==> config.mk <==
export PLATFORM = sky130hd
export DESIGN_NAME = asidr_recovery
export DESIGN_NICKNAME = d
export VERILOG_FILES = /design/src/inc/asidr_pkg.sv /design/src/rtl/asidr_recovery.sv /design/src/rtl/asidr_decoder.sv
export SDC_FILE = /design/constraint.sdc
export NUM_CORES = 1
export LEC_CHECK = 0
export ABC_AREA = 0
export ABC_CLOCK_PERIOD_IN_PS = 23200
export BUFFER_PORTS_ARGS = -buffer_cell sky130_fd_sc_hd__buf_2
export CORE_ASPECT_RATIO = 0.6
export CORE_MARGIN = 8
export CORE_UTILIZATION = 34
export CTS_CLUSTER_SIZE = 14
export DETAILED_ROUTE_END_ITERATION = 16
export SYNTH_ARGS = -nofsm -noshare
export SYNTH_HDL_FRONTEND = slang
export SYNTH_SLANG_ARGS = --single-unit
==> constraint.sdc <==
create_clock -name clk -period 23.2 [get_ports clk]
set_input_delay 1.16 -clock clk [delete_from_list [all_inputs] [get_ports clk]]
set_output_delay 1.16 -clock clk [all_outputs]
set_load 0.1 [all_outputs]
==> src/inc/asidr_pkg.sv <==
package asidr_pkg;
    // line and sampler timing
    localparam int LINE_RATE_MBPS = 270;
    localparam int TAP_DELAY_PS = 700;
    localparam int BIT_PS = 1000000 / LINE_RATE_MBPS;
    localparam int SAMPLES_PER_BIT = BIT_PS / TAP_DELAY_PS;
    localparam int MIN_VALID_SAMPLES = 2;
    localparam int JITTER_PP_MUI = 500;
    localparam int RX_CLOCK_MHZ = 135;
    // sampler geometry
    localparam int TAPS = 8;
    localparam int NSAMP = 2 * TAPS;
    localparam logic [2:0] FIRST_TAP = 3'h0;
    localparam logic [2:0] MID_TAP = 3'h4;
    localparam logic [2:0] LAST_TAP = 3'h7;
    localparam logic [3:0] TRIPLE_MID = 4'hb;
    // bits taken per cycle
    localparam logic [1:0] NB_ONE = 2'h1;
    localparam logic [1:0] NB_TWO = 2'h2;
    localparam logic [1:0] NB_THREE = 2'h3;
    // word layout
    localparam int WORD_W = 10;
    localparam int BYTE_W = 8;
    localparam int SH_W = 16;
    localparam logic [3:0] WORD_BITS = 4'ha;
    localparam logic [6:0] COMMA_NEG = 7'h1f;
    localparam logic [6:0] COMMA_POS = 7'h60;
    localparam logic [5:0] K28_NEG = 6'h0f;
    localparam logic [5:0] K28_POS = 6'h30;
    localparam logic [4:0] K28_VAL = 5'h1c;
    // transport framing
    localparam logic [7:0] MPEG_SYNC = 8'h47;
    localparam logic [7:0] PKT_LEN = 8'hbc;
    localparam logic [7:0] PKT_LEN_RS = 8'hcc;
    localparam logic [2:0] SYNC_WINDOW = 3'h5;
    // state encodings
    typedef enum logic [2:0] {SP_HOLD = 3'b001, SP_LATER = 3'b010, SP_EARLIER = 3'b100} asidr_move_t;
    typedef enum logic [1:0] {AL_HUNT = 2'b01, AL_LOCKED = 2'b10} asidr_align_t;
    typedef enum logic [2:0] {FR_SEARCH = 3'b001, FR_CONFIRM = 3'b010, FR_LOCKED = 3'b100} asidr_frame_t;
endpackage

==> src/rtl/asidr_recovery.sv <==
module asidr_recovery (
    // clock and reset
    input wire logic clk,
    input wire logic rst_n,
    // delay-line taps
    input wire logic [asidr_pkg::TAPS-1:0] tap_true,
    input wire logic [asidr_pkg::TAPS-1:0] tap_inv,
    // framing setup
    input wire logic sync_mode,
    input wire logic rs_packets,
    // recovered words
    output logic [asidr_pkg::WORD_W-1:0] word_out,
    output logic word_valid,
    output logic aligned,
    output logic [2:0] sample_tap,
    // decoded stream
    output logic [asidr_pkg::BYTE_W-1:0] data_out,
    output logic data_valid,
    output logic data_sop,
    output logic frame_locked,
    output logic code_err
);
    import asidr_pkg::*;

    function automatic logic is_comma(input logic [WORD_W-1:0] w);
        is_comma = (w[9:3] == COMMA_NEG) || (w[9:3] == COMMA_POS);
    endfunction

    logic [TAPS-1:0] cap_true;
    logic [TAPS-1:0] cap_inv;
    logic [TAPS-1:0] true_d;
    logic [TAPS-1:0] inv_retime;
    logic [NSAMP-1:0] samp;
    logic [NSAMP-2:0] edges;
    logic [TAPS-1:0] pe;
    logic edge_before;
    logic edge_after;
    logic [2:0] ptr;
    asidr_move_t next_move;
    asidr_move_t sp_state;
    logic [1:0] nbits;
    logic [2:0] bits;
    logic [SH_W-1:0] sh;
    logic [SH_W-1:0] next_sh;
    logic [3:0] cnt;
    logic [3:0] next_cnt;
    logic [3:0] total;
    logic [3:0] off;
    logic emit;
    asidr_align_t al_state;
    asidr_align_t next_al;
    logic [BYTE_W-1:0] dec_byte;
    logic dec_k;
    logic dec_valid;
    asidr_frame_t fr_state;
    asidr_frame_t next_fr;
    logic [2:0] gap;
    logic [2:0] next_gap;
    logic [7:0] pos;
    logic [7:0] next_pos;
    logic [7:0] plen;
    logic pass;
    logic is_sync;

    // both lines see the same pin; true line on the rising edge
    always_ff @(posedge clk)
    begin
        cap_true <= tap_true;
        true_d <= cap_true;
        inv_retime <= cap_inv;
    end

    // inverse line: same clock net, falling edge, half a period later
    always_ff @(negedge clk)
    begin
        cap_inv <= tap_inv;
    end

    // true line first in time, inverse line second
    assign samp = {inv_retime, true_d};
    assign edges = samp[NSAMP-1:1] ^ samp[NSAMP-2:0];

    // fold both halves onto one set of tap phases
    always_comb
    begin
        pe = edges[TAPS-1:0];
        pe[TAPS-2:0] = edges[TAPS-2:0] | edges[NSAMP-2:TAPS];
        // tap 0 looks back across the half boundary to the last tap
        edge_before = pe[ptr - 3'h1];
        edge_after = pe[ptr];
    end

    // edges on both sides mean a narrow eye: holding beats chasing jitter
    always_comb
    begin
        if (edge_before && !edge_after)
            next_move = SP_LATER;
        else if (edge_after && !edge_before)
            next_move = SP_EARLIER;
        else
            next_move = SP_HOLD;
    end

    // bits taken this cycle, earliest in bits[2]
    always_comb
    begin
        nbits = NB_TWO;
        bits = {samp[{1'b0, ptr}], samp[{1'b1, ptr}], 1'b0};
        // fast line: the last inverse tap already holds a fresh bit
        if (next_move == SP_EARLIER && ptr == FIRST_TAP)
        begin
            nbits = NB_THREE;
            bits = {samp[{1'b0, FIRST_TAP}], samp[{1'b1, FIRST_TAP}], samp[{1'b1, LAST_TAP}]};
        end
        // slow line: the inverse tap would repeat next cycle's first bit
        else if (next_move == SP_LATER && ptr == LAST_TAP)
        begin
            nbits = NB_ONE;
            bits = {samp[{1'b0, LAST_TAP}], 2'b00};
        end
    end

    // sample-point state machine, wraps through the line ends
    always_ff @(posedge clk)
    begin
        if (!rst_n)
        begin
            ptr <= MID_TAP;
            sp_state <= SP_HOLD;
        end
        else
        begin
            sp_state <= next_move;
            case (next_move)
                SP_LATER: ptr <= ptr + 3'h1;
                SP_EARLIER: ptr <= ptr - 3'h1;
                SP_HOLD: ptr <= ptr;
                default: ptr <= MID_TAP;
            endcase
        end
    end

    assign sample_tap = ptr;

    // deserializer shift, newest bit at the bottom
    always_comb
    begin
        case (nbits)
            NB_ONE: next_sh = {sh[SH_W-2:0], bits[2]};
            NB_THREE: next_sh = {sh[SH_W-4:0], bits};
            default: next_sh = {sh[SH_W-3:0], bits[2:1]};
        endcase
    end

    // word boundary: hunt for a comma, then count ten bits per word
    always_comb
    begin
        total = cnt + {2'b00, nbits};
        next_al = al_state;
        next_cnt = total;
        off = '0;
        emit = 1'b0;
        case (al_state)
            AL_HUNT:
            begin
                next_cnt = '0;
                for (int o = 0; o < 3; o++)
                begin
                    if (o < int'(nbits) && is_comma(next_sh[o +: WORD_W]))
                    begin
                        emit = 1'b1;
                        off = 4'(o);
                        next_cnt = 4'(o);
                        next_al = AL_LOCKED;
                    end
                end
            end
            AL_LOCKED:
            begin
                if (total >= WORD_BITS)
                begin
                    emit = 1'b1;
                    off = total - WORD_BITS;
                    next_cnt = total - WORD_BITS;
                end
            end
            default: next_al = AL_HUNT;
        endcase
    end

    always_ff @(posedge clk)
    begin
        if (!rst_n)
        begin
            sh <= '0;
            cnt <= '0;
            al_state <= AL_HUNT;
            word_out <= '0;
            word_valid <= 1'b0;
        end
        else
        begin
            sh <= next_sh;
            cnt <= next_cnt;
            al_state <= next_al;
            word_valid <= emit;
            if (emit)
                word_out <= next_sh[off +: WORD_W];
        end
    end

    assign aligned = (al_state == AL_LOCKED);

    asidr_decoder u_dec (
        .clk(clk),
        .rst_n(rst_n),
        .sym(word_out),
        .sym_valid(word_valid),
        .dec_byte(dec_byte),
        .dec_k(dec_k),
        .dec_err(code_err),
        .dec_valid(dec_valid)
    );

    // sync stage: commas are stuffing and get deleted here
    always_comb
    begin
        plen = rs_packets ? PKT_LEN_RS : PKT_LEN;
        is_sync = (dec_byte == MPEG_SYNC);
        next_fr = fr_state;
        next_gap = gap;
        next_pos = pos;
        pass = 1'b0;
        if (dec_valid && !dec_k)
        begin
            case (fr_state)
                FR_SEARCH:
                begin
                    if (is_sync && sync_mode)
                    begin
                        next_fr = FR_CONFIRM;
                        next_gap = 3'h1;
                    end
                    else if (is_sync)
                    begin
                        next_fr = FR_LOCKED;
                        next_pos = 8'h1;
                        pass = 1'b1;
                    end
                end
                FR_CONFIRM:
                begin
                    if (is_sync && gap < SYNC_WINDOW)
                    begin
                        next_fr = FR_LOCKED;
                        next_pos = 8'h1;
                        pass = 1'b1;
                    end
                    else if (gap + 3'h1 >= SYNC_WINDOW)
                        next_fr = FR_SEARCH;
                    else
                        next_gap = gap + 3'h1;
                end
                FR_LOCKED:
                begin
                    pass = 1'b1;
                    next_pos = (pos == plen - 8'h1) ? 8'h0 : pos + 8'h1;
                end
                default: next_fr = FR_SEARCH;
            endcase
        end
    end

    always_ff @(posedge clk)
    begin
        if (!rst_n)
        begin
            fr_state <= FR_SEARCH;
            gap <= '0;
            pos <= '0;
            data_out <= '0;
            data_valid <= 1'b0;
            data_sop <= 1'b0;
        end
        else
        begin
            fr_state <= next_fr;
            gap <= next_gap;
            pos <= next_pos;
            data_valid <= pass;
            data_sop <= pass && (next_pos == 8'h1);
            if (pass)
                data_out <= dec_byte;
        end
    end

    assign frame_locked = (fr_state == FR_LOCKED);
endmodule

==> src/rtl/asidr_decoder.sv <==
module asidr_decoder (
    // clock and reset
    input wire logic clk,
    input wire logic rst_n,
    // framed symbol in
    input wire logic [asidr_pkg::WORD_W-1:0] sym,
    input wire logic sym_valid,
    // decoded byte out
    output logic [asidr_pkg::BYTE_W-1:0] dec_byte,
    output logic dec_k,
    output logic dec_err,
    output logic dec_valid
);
    import asidr_pkg::*;

    // abcdei to EDCBA, msb flags an illegal code
    function automatic logic [5:0] dec6(input logic [5:0] c);
        case (c)
            6'h27, 6'h18: dec6 = 6'h00;
            6'h1d, 6'h22: dec6 = 6'h01;
            6'h2d, 6'h12: dec6 = 6'h02;
            6'h31: dec6 = 6'h03;
            6'h35, 6'h0a: dec6 = 6'h04;
            6'h29: dec6 = 6'h05;
            6'h19: dec6 = 6'h06;
            6'h38, 6'h07: dec6 = 6'h07;
            6'h39, 6'h06: dec6 = 6'h08;
            6'h25: dec6 = 6'h09;
            6'h15: dec6 = 6'h0a;
            6'h34: dec6 = 6'h0b;
            6'h0d: dec6 = 6'h0c;
            6'h2c: dec6 = 6'h0d;
            6'h1c: dec6 = 6'h0e;
            6'h17, 6'h28: dec6 = 6'h0f;
            6'h1b, 6'h24: dec6 = 6'h10;
            6'h23: dec6 = 6'h11;
            6'h13: dec6 = 6'h12;
            6'h32: dec6 = 6'h13;
            6'h0b: dec6 = 6'h14;
            6'h2a: dec6 = 6'h15;
            6'h1a: dec6 = 6'h16;
            6'h3a, 6'h05: dec6 = 6'h17;
            6'h33, 6'h0c: dec6 = 6'h18;
            6'h26: dec6 = 6'h19;
            6'h16: dec6 = 6'h1a;
            6'h36, 6'h09: dec6 = 6'h1b;
            6'h0e, 6'h0f, 6'h30: dec6 = 6'h1c;
            6'h2e, 6'h11: dec6 = 6'h1d;
            6'h1e, 6'h21: dec6 = 6'h1e;
            6'h2b, 6'h14: dec6 = 6'h1f;
            default: dec6 = 6'h20;
        endcase
    endfunction

    // fghj to HGF, msb flags an illegal code
    function automatic logic [3:0] dec4(input logic [3:0] c);
        case (c)
            4'hb, 4'h4: dec4 = 4'h0;
            4'h9: dec4 = 4'h1;
            4'h5: dec4 = 4'h2;
            4'hc, 4'h3: dec4 = 4'h3;
            4'hd, 4'h2: dec4 = 4'h4;
            4'ha: dec4 = 4'h5;
            4'h6: dec4 = 4'h6;
            4'he, 4'h1, 4'h7, 4'h8: dec4 = 4'h7;
            default: dec4 = 4'h8;
        endcase
    endfunction

    logic [5:0] lo;
    logic [3:0] hi;
    logic is_k;

    // control symbols carry the minor block inverted on the positive side
    always_comb
    begin
        is_k = (sym[9:4] == K28_NEG) || (sym[9:4] == K28_POS);
        lo = dec6(sym[9:4]);
        hi = dec4((sym[9:4] == K28_POS) ? ~sym[3:0] : sym[3:0]);
    end

    // running disparity is not tracked; only illegal codes are flagged
    always_ff @(posedge clk)
    begin
        if (!rst_n)
        begin
            dec_byte <= '0;
            dec_k <= 1'b0;
            dec_err <= 1'b0;
            dec_valid <= 1'b0;
        end
        else
        begin
            dec_valid <= sym_valid;
            if (sym_valid)
            begin
                dec_byte <= {hi[2:0], lo[4:0]};
                dec_k <= is_k;
                dec_err <= lo[5] | hi[3];
            end
        end
    end
endmodule

==> results.py, run 1 <==
metrics = {
    "run_status": {
        "run_status": "complete, no violations",
    },
    "critical_path": {
        "rr_worst_depth": 0,
        "critical_path.reg2reg.endpoint": "inv_retime[6]$_DFF_P_",
        "worst_path_largest_cell_delay_ns": 0.09,
        "timing.critical_path.from_type": "input pin",
        "worst-path-buf-inv": 1,
        "cpLargestDelayFamily": "buffers and inverters",
        "critPathLaunch": "tap_inv[1]",
        "critPathArrivalTime_ns": 1.25,
        "worst_r2r_start": "cap_inv[6]$_DFF_N_",
        "worst-path-max-fanout": 1,
        "r2r_setup_slack_ns": 11.17,
        "critical_path.slowest_cell": "buf_2",
        "instance_count_on_the_critical_path": 1,
        "worst-endpoint-required_ns": 11.91,
        "path_class": "input pin to register",
        "worstSetupEndpoint": "cap_inv[1]$_DFF_N_",
        "worstPathCellList": "buf_2",
        "end_kind": "register",
    },
    "synthesis": {
        "syn_inst": 856,
        "post_synth_num_cell_types": 96,
        "average_size_of_a_mapped_cell_um2": 8.096,
        "synth_flop_cell": "dfxtp_1",
        "syn-num-nets": 898,
        "yosysSeqAreaShare_pct": 31.20,
        "ys_async_sr_fraction_pct": 0,
        "synth-edff-count": 0,
        "synthesis.yosys.warnings": 0,
        "ys_ff_latch": 108,
        "synth_area_um2": 6930,
    },
    "grt": {
        "antenna_found_initial": 0,
        "gr-usage-all-layers_pct": 15.58,
        "grt_max_degree": 54,
        "wire_length_of_the_first_global_routing_pass_um": 32540,
        "grt_overflow": 0,
        "via_count_of_the_first_global_routing_pass": 5850,
    },
    "placed_design": {
        "place.gp.congestion": 0.8976,
        "place_area_um2": 7318,
        "post-dp-hpwl_um": 14680,
        "placement.setup.worst_slack_ns": 10.23,
        "numPortBuffers": 46,
    },
    "drt": {
        "routed_wl_um": 20070,
        "num_vias": 6537,
        "postRouteAntennaNets": 0,
        "wire_per_inst_um": 17.41,
        "via_per_inst": 5.670,
        "detailedRoute.firstPassIterationCount": 5,
        "drc": 0,
        "drt_first_iter_violations": 622,
    },
    "sta": {
        "final_hold_viol_count": 0,
        "whs_ns": 0.3294,
        "fin_setup_tns_ns": 0,
        "rsz0062_at_grt": "false",
        "report.final.slew_viol_count": 0,
        "worst_slew_pin_slew_ns": 0.9950,
        "timing.final.ws_setup_ns": 10.66,
        "final_worst_clock_skew_ns": 0.05433,
        "finalSetupViolCount": 0,
        "slew-limit-headroom_pct": 33.36,
    },
    "pwr": {
        "vdd_ir_drop_max_mv": 0.05140,
        "static-leakage-power_nw": 3.058,
        "power_density_nw_per_um2": 85.78,
    },
    "die": {
        "core_um2": 20020,
        "die_area_um2": 25360,
        "die-height_um": 126.6,
        "floorplan.die.width_um": 200.3,
        "core.rowCount": 40,
        "io-pin-count": 47,
        "effective_utilization_at_floorplan_pct": 34.62,
    },
    "layout": {
        "final_core_util_pct": 38.29,
        "synthesis_to_layout_area_growth_pct": 10.62,
        "diodes": 0,
        "final_layout_size_suffix_gt1_share_pct": 12.73,
        "final_net_count": 917,
        "stdcell_area_um2": 7666,
    },
    "clock_tree": {
        "ctsHtreeMaxLevel": 3,
        "post_cts_hold_buffer_count": 0,
        "tritoncts_clock_tree": "yes",
        "post_cts.repair.setup_buffers": 0,
        "clock_tree.buffer_depth": 2,
        "clock_root_buffer": "clkbuf_16",
        "clock_latency_ns": 0.42,
        "clk_pin_slew_ns": 0.08,
        "numClockSinks": 108,
        "post_cts_resized": 0,
        "tritoncts.num_buffers": 9,
    },
    "flow_run": {
        "drv_cap": 0,
    },
    "hold_path": {
        "hold_path_class": "register to register",
    },
}
[how the worst min path moves through the flow]
stage                              from           endpoint  slack, ns  cells after the start
floorplan           cap_true[0]$_DFF_P_  true_d[0]$_DFF_P_       0.31                      0
global placement    cap_true[0]$_DFF_P_  true_d[0]$_DFF_P_       0.31                      0
detailed placement  cap_true[1]$_DFF_P_  true_d[1]$_DFF_P_       0.31                      0
CTS                 cap_true[1]$_DFF_P_  true_d[1]$_DFF_P_       0.33                      0
global route        cap_true[6]$_DFF_P_  true_d[6]$_DFF_P_       0.34                      0
finish              cap_true[1]$_DFF_P_  true_d[1]$_DFF_P_       0.33                      0
[synthesized netlist by cell type, types with 14 or more instances]
library cell / instances / area, um^2
dfxtp_1: 108 / 2162
clkbuf_1: 32 / 120.1
a211oi_1: 18 / 135.1
a21oi_1: 50 / 250.2
nand3_1: 24 / 120.1
ha_1: 21 / 262.8
o21ai_0: 46 / 230.2
nor3_1: 24 / 120.1
mux2i_1: 40 / 400.4
nand2b_1: 14 / 87.58
nor2_1: 95 / 356.6
a31oi_1: 15 / 93.84
inv_1: 29 / 108.9
and2_1: 17 / 106.4
nand2_1: 81 / 304.0
[sequential cells by signal (all words and copies together) (netlist names)]
name and count:
sh 15, word_out 10, cap_inv 8, cap_true 8, data_out 8, inv_retime 8
pos 8, true_d 8, u_dec.dec_byte 8, u_dec.lo 6, cnt 4, fr_state 3
gap 3, sample_tap 3, al_state 2, data_sop 1, data_valid 1, u_dec.dec_err 1
u_dec.dec_k 1, u_dec.dec_valid 1, word_valid 1
[power by group]
part / switching (mW) / internal, mW
Clock: 0.0895 / 0.0810
Combinational: 0.163 / 0.0990
Sequential: 0.0258 / 0.199
Total: 0.279 / 0.379
[logic make-up (layout without fill, tap and decap cells)]
| family | Yosys count | after routing | synth area share [%] |
|---|---|---|---|
| xor+xnor | 19 | 19 | 2.401 |
| compound gates | 232 | 232 | 22.91 |
| buf+inv | 84 | 108 | 5.199 |
| simple gates | 337 | 337 | 24.88 |
| flops | 108 | 108 | 31.20 |
| mux | 53 | 53 | 9.189 |
| fa+ha+maj | 23 | 23 | 4.225 |
[cells in the final DEF, fill, tap and decap left out, drive strengths merged, types with 8 or more instances in the layout]
cell,n
clkbuf,9
o211ai,9
and2,18
xnor2,12
inv,41
nor2b,12
nor2,98
buf,54
nand2,82
mux4,8
ha,21
nand2b,14
mux2i,40
a21oi,51
a311oi,8
nand3,24
o21ai,52
nor3,27
a211oi,18
nand4,10
dfxtp,108
a31oi,15
[routing by layer]
layer / vias to the layer above / GRT usage, % / share of wire (%)
met5: - / 0 / 0
met3: 16 / 4.525 / 8.3
li1: 3163 / - / -
met1: 3100 / 24.64 / 54
met2: 258 / 19.92 / 37
met4: 0 / 2.802 / 0.98
[final cells by class]
cell class,instances,area [um^2]
Inverter,30,112.6
Fill cell,2093,12350
Timing Repair Buffer,54,290.3
Tap cell,273,341.6
Multi-Input combinational cell,664,4408
Clock inverter,15,126.4
Clock buffer,9,225.2
Sequential cell,108,2162
[per-stage QoR]
| stage | power [mW] | std cells |
|---|---|---|
| 2_1_floorplan | 0.4242 | 856 |
| 3_3_place_gp | 0.4836 | 1130 |
| 3_5_place_dp | 0.4867 | 1130 |
| 4_1_cts | 0.6560 | 1153 |
| 5_1_grt | 0.6980 | 1153 |
| 6_report | 0.6576 | 1153 |
Note: power is estimated with default switching activity, not from simulation.
==> run 2: changes to the inputs <==
--- a/config.mk
+++ b/config.mk
@@ -6,7 +6,7 @@
 export NUM_CORES = 1
 export LEC_CHECK = 0
 export ABC_AREA = 0
-export ABC_CLOCK_PERIOD_IN_PS = 23200
+export ABC_CLOCK_PERIOD_IN_PS = 12000
 export BUFFER_PORTS_ARGS = -buffer_cell sky130_fd_sc_hd__buf_2
 export CORE_ASPECT_RATIO = 0.6
 export CORE_MARGIN = 8
==> constraint.sdc (replaced) <==
create_clock -name clk -period 12 [get_ports clk]
set_input_delay 0.6 -clock clk [delete_from_list [all_inputs] [get_ports clk]]
set_output_delay 0.6 -clock clk [all_outputs]
set_load 0.1 [all_outputs]
==> run 2 against run 1 <==
Effect of this change: count of clock-buffer cells in the layout is the same; clock skew grew 0.0037 ns; core utilization shrank 0.11 points; non-clock buffer count shrank 3; flip-flop and latch count is the same; critical endpoint is now u_dec.lo[1]$_DFF_P_; critical path type is now register to register; clock power grew 95%; global-route usage grew 0.069 points; via count grew 0.38%; routed wire length grew 1.3%; hold slack lost 0.0090 ns; first-iteration DRC count grew 54%.
==> results.py, run 2 (same netlist as run 1, synthesis figures left out) <==
metrics = {
    "run_status": {
        "run_status": "complete, no violations",
    },
    "layout": {
        "final_net_count": 914,
        "final_layout_size_suffix_gt1_share_pct": 12.43,
        "diodes": 0,
        "largest_reg_flops": 15,
        "largest_registers": "sh x15, word_out x10",
        "synthesis_to_layout_area_growth_pct": 10.29,
        "final_core_util_pct": 38.18,
        "layout.filler_cells": 2045,
        "stdcell_area_um2": 7644,
        "most_frequent_cells_in_the_layout": "dfxtp_1, nor2_1, nand2_1, a21oi_1",
        "mostFrequentLayoutCell": "dfxtp_1",
        "largest-register": "sh",
        "final_cell_count_no_fill": 1150,
    },
    "grt": {
        "gr-usage-all-layers_pct": 15.64,
        "grt_overflow": 0,
        "antenna_found_initial": 0,
        "via_count_of_the_first_global_routing_pass": 5792,
        "wire_length_of_the_first_global_routing_pass_um": 32700,
        "grt_max_degree": 49,
    },
    "pwr": {
        "static-leakage-power_nw": 3.042,
        "power_density_nw_per_um2": 167.0,
        "vdd_ir_drop_max_mv": 0.08366,
        "finalPower_mw": 1.276,
    },
    "die": {
        "floorplan.die.width_um": 200.3,
        "effective_utilization_at_floorplan_pct": 34.62,
        "core_um2": 20020,
        "core.rowCount": 40,
        "die_area_um2": 25360,
        "io-pin-count": 47,
        "die-height_um": 126.6,
    },
    "sta": {
        "worst_slew_pin_slew_ns": 1.079,
        "min_period_over_period_pct": 73.17,
        "fin_setup_tns_ns": 0,
        "final_worst_clock_skew_ns": 0.05805,
        "whs_ns": 0.3205,
        "final_hold_viol_count": 0,
        "fmax_mhz": 113.9,
        "rsz0062_at_grt": "false",
        "period_needed_ns": 8.780,
        "finalSetupViolCount": 0,
        "timing.final.ws_setup_ns": 3.220,
        "slew-limit-headroom_pct": 27.80,
        "report.final.slew_viol_count": 0,
    },
    "clock_tree": {
        "tritoncts_clock_tree": "yes",
        "tritoncts.num_buffers": 9,
        "clk_pin_slew_ns": 0.10,
        "post_cts_resized": 0,
        "post_cts_hold_buffer_count": 0,
        "clock_root_buffer": "clkbuf_16",
        "clock_latency_ns": 0.42,
        "clock_tree.buffer_depth": 2,
        "ctsHtreeMaxLevel": 3,
        "numClockSinks": 108,
        "post_cts.repair.setup_buffers": 0,
    },
    "placed_design": {
        "place_area_um2": 7296,
        "dpl.cell_count": 1127,
        "post-dp-hpwl_um": 15180,
        "placement.setup.worst_slack_ns": 3.449,
        "place.gp.congestion": 0.9410,
        "numPortBuffers": 46,
    },
    "critical_path": {
        "timing.critical_path.from_type": "register",
        "rr_worst_depth": 27,
        "worst_r2r_start": "sample_tap[0]$_SDFFE_PN0P_",
        "worst-path-max-fanout": 22,
        "r2r_setup_slack_ns": 3.22,
        "critical_path.reg2reg.endpoint": "u_dec.lo[1]$_DFF_P_",
        "path_class": "register to register",
        "critPathArrivalTime_ns": 9.01,
        "worst-endpoint-required_ns": 12.23,
        "end_kind": "register",
    },
    "drt": {
        "postRouteAntennaNets": 0,
        "num_vias": 6562,
        "wire_per_inst_um": 17.69,
        "drc": 0,
        "detailedRoute.firstPassIterationCount": 6,
        "via_per_inst": 5.706,
        "routed_wl_um": 20340,
        "drt_first_iter_violations": 959,
    },
    "flow_run": {
        "drv_cap": 0,
    },
    "hold_path": {
        "min_from": "tap_true[4]",
        "hold_path_end": "cap_true[4]$_DFF_P_",
        "hold_path_class": "input pin to register",
        "min_delay_path_depth": 1,
    },
}
-- run 2: cell count changes in the layout (fill, tap and decap cells not counted), sizes merged --
cell and delta:
buf -3, inv +1, clkinv -1
-- run 2: layout make-up --
| type | count | area (um^2) | share of cell area, % |
|---|---|---|---|
| multi-input cells | 664 | 4408 | 57.67 |
| flip-flops and latches | 108 | 2162 | 28.29 |
| well taps | 273 | 341.6 | 4.469 |
| repair buffers | 51 | 267.8 | 3.503 |
| clock buffers | 9 | 225.2 | 2.946 |
| clock inverters | 15 | 126.4 | 1.653 |
| inverters | 30 | 112.6 | 1.473 |
-- run 2: how the worst max path moves through the flow --
stage | start | endpoint | cells past startpoint
after floorplan | sample_tap[0]$_SDFFE_PN0P_ | u_dec.lo[2]$_DFF_P_ | 35
after global placement | sample_tap[0]$_SDFFE_PN0P_ | u_dec.lo[1]$_DFF_P_ | 27
after detailed placement | sample_tap[0]$_SDFFE_PN0P_ | u_dec.lo[2]$_DFF_P_ | 27
after CTS | sample_tap[0]$_SDFFE_PN0P_ | u_dec.lo[2]$_DFF_P_ | 27
after global routing | sample_tap[0]$_SDFFE_PN0P_ | u_dec.lo[2]$_DFF_P_ | 27
final | sample_tap[0]$_SDFFE_PN0P_ | u_dec.lo[1]$_DFF_P_ | 27
-- run 2: critical path, stage by stage (launching register included) --
cell      delay, ns
dfxtp_1        0.63
inv_1          0.20
ha_1           0.42
mux4_2         0.51
inv_1          0.06
mux2_2         0.15
ha_1           0.49
and2_0         0.74
nand2_1        0.24
fa_1           0.46
xor2_1         0.33
inv_1          0.12
ha_1           0.35
nor3b_1        0.22
a21boi_0       0.37
nand2_1        0.53
nor2_1         0.51
nand2_1        0.09
mux2_2         0.29
nand4_1        0.10
nand2b_1       0.25
nor2_1         0.25
inv_1          0.10
ha_1           0.36
nor4b_1        0.17
a311oi_1       0.41
o21a_1         0.21
a311oi_2       0.05
-- run 2: power by group --
| part | internal (mW) | switching (mW) |
|---|---|---|
| Clock | 0.158 | 0.175 |
| Sequential | 0.385 | 0.0489 |
| Combinational | 0.189 | 0.321 |
| Total | 0.732 | 0.545 |
-- run 2: routing by layer --
metal / part of all wire (%) / vias to the layer above / GRT usage [%]
met4: 0.65 / 0 / 3.017
met5: 0 / - / 0
li1: - / 3156 / -
met2: 36 / 340 / 19.64
met3: 10 / 17 / 4.118
met1: 53 / 3049 / 25.20
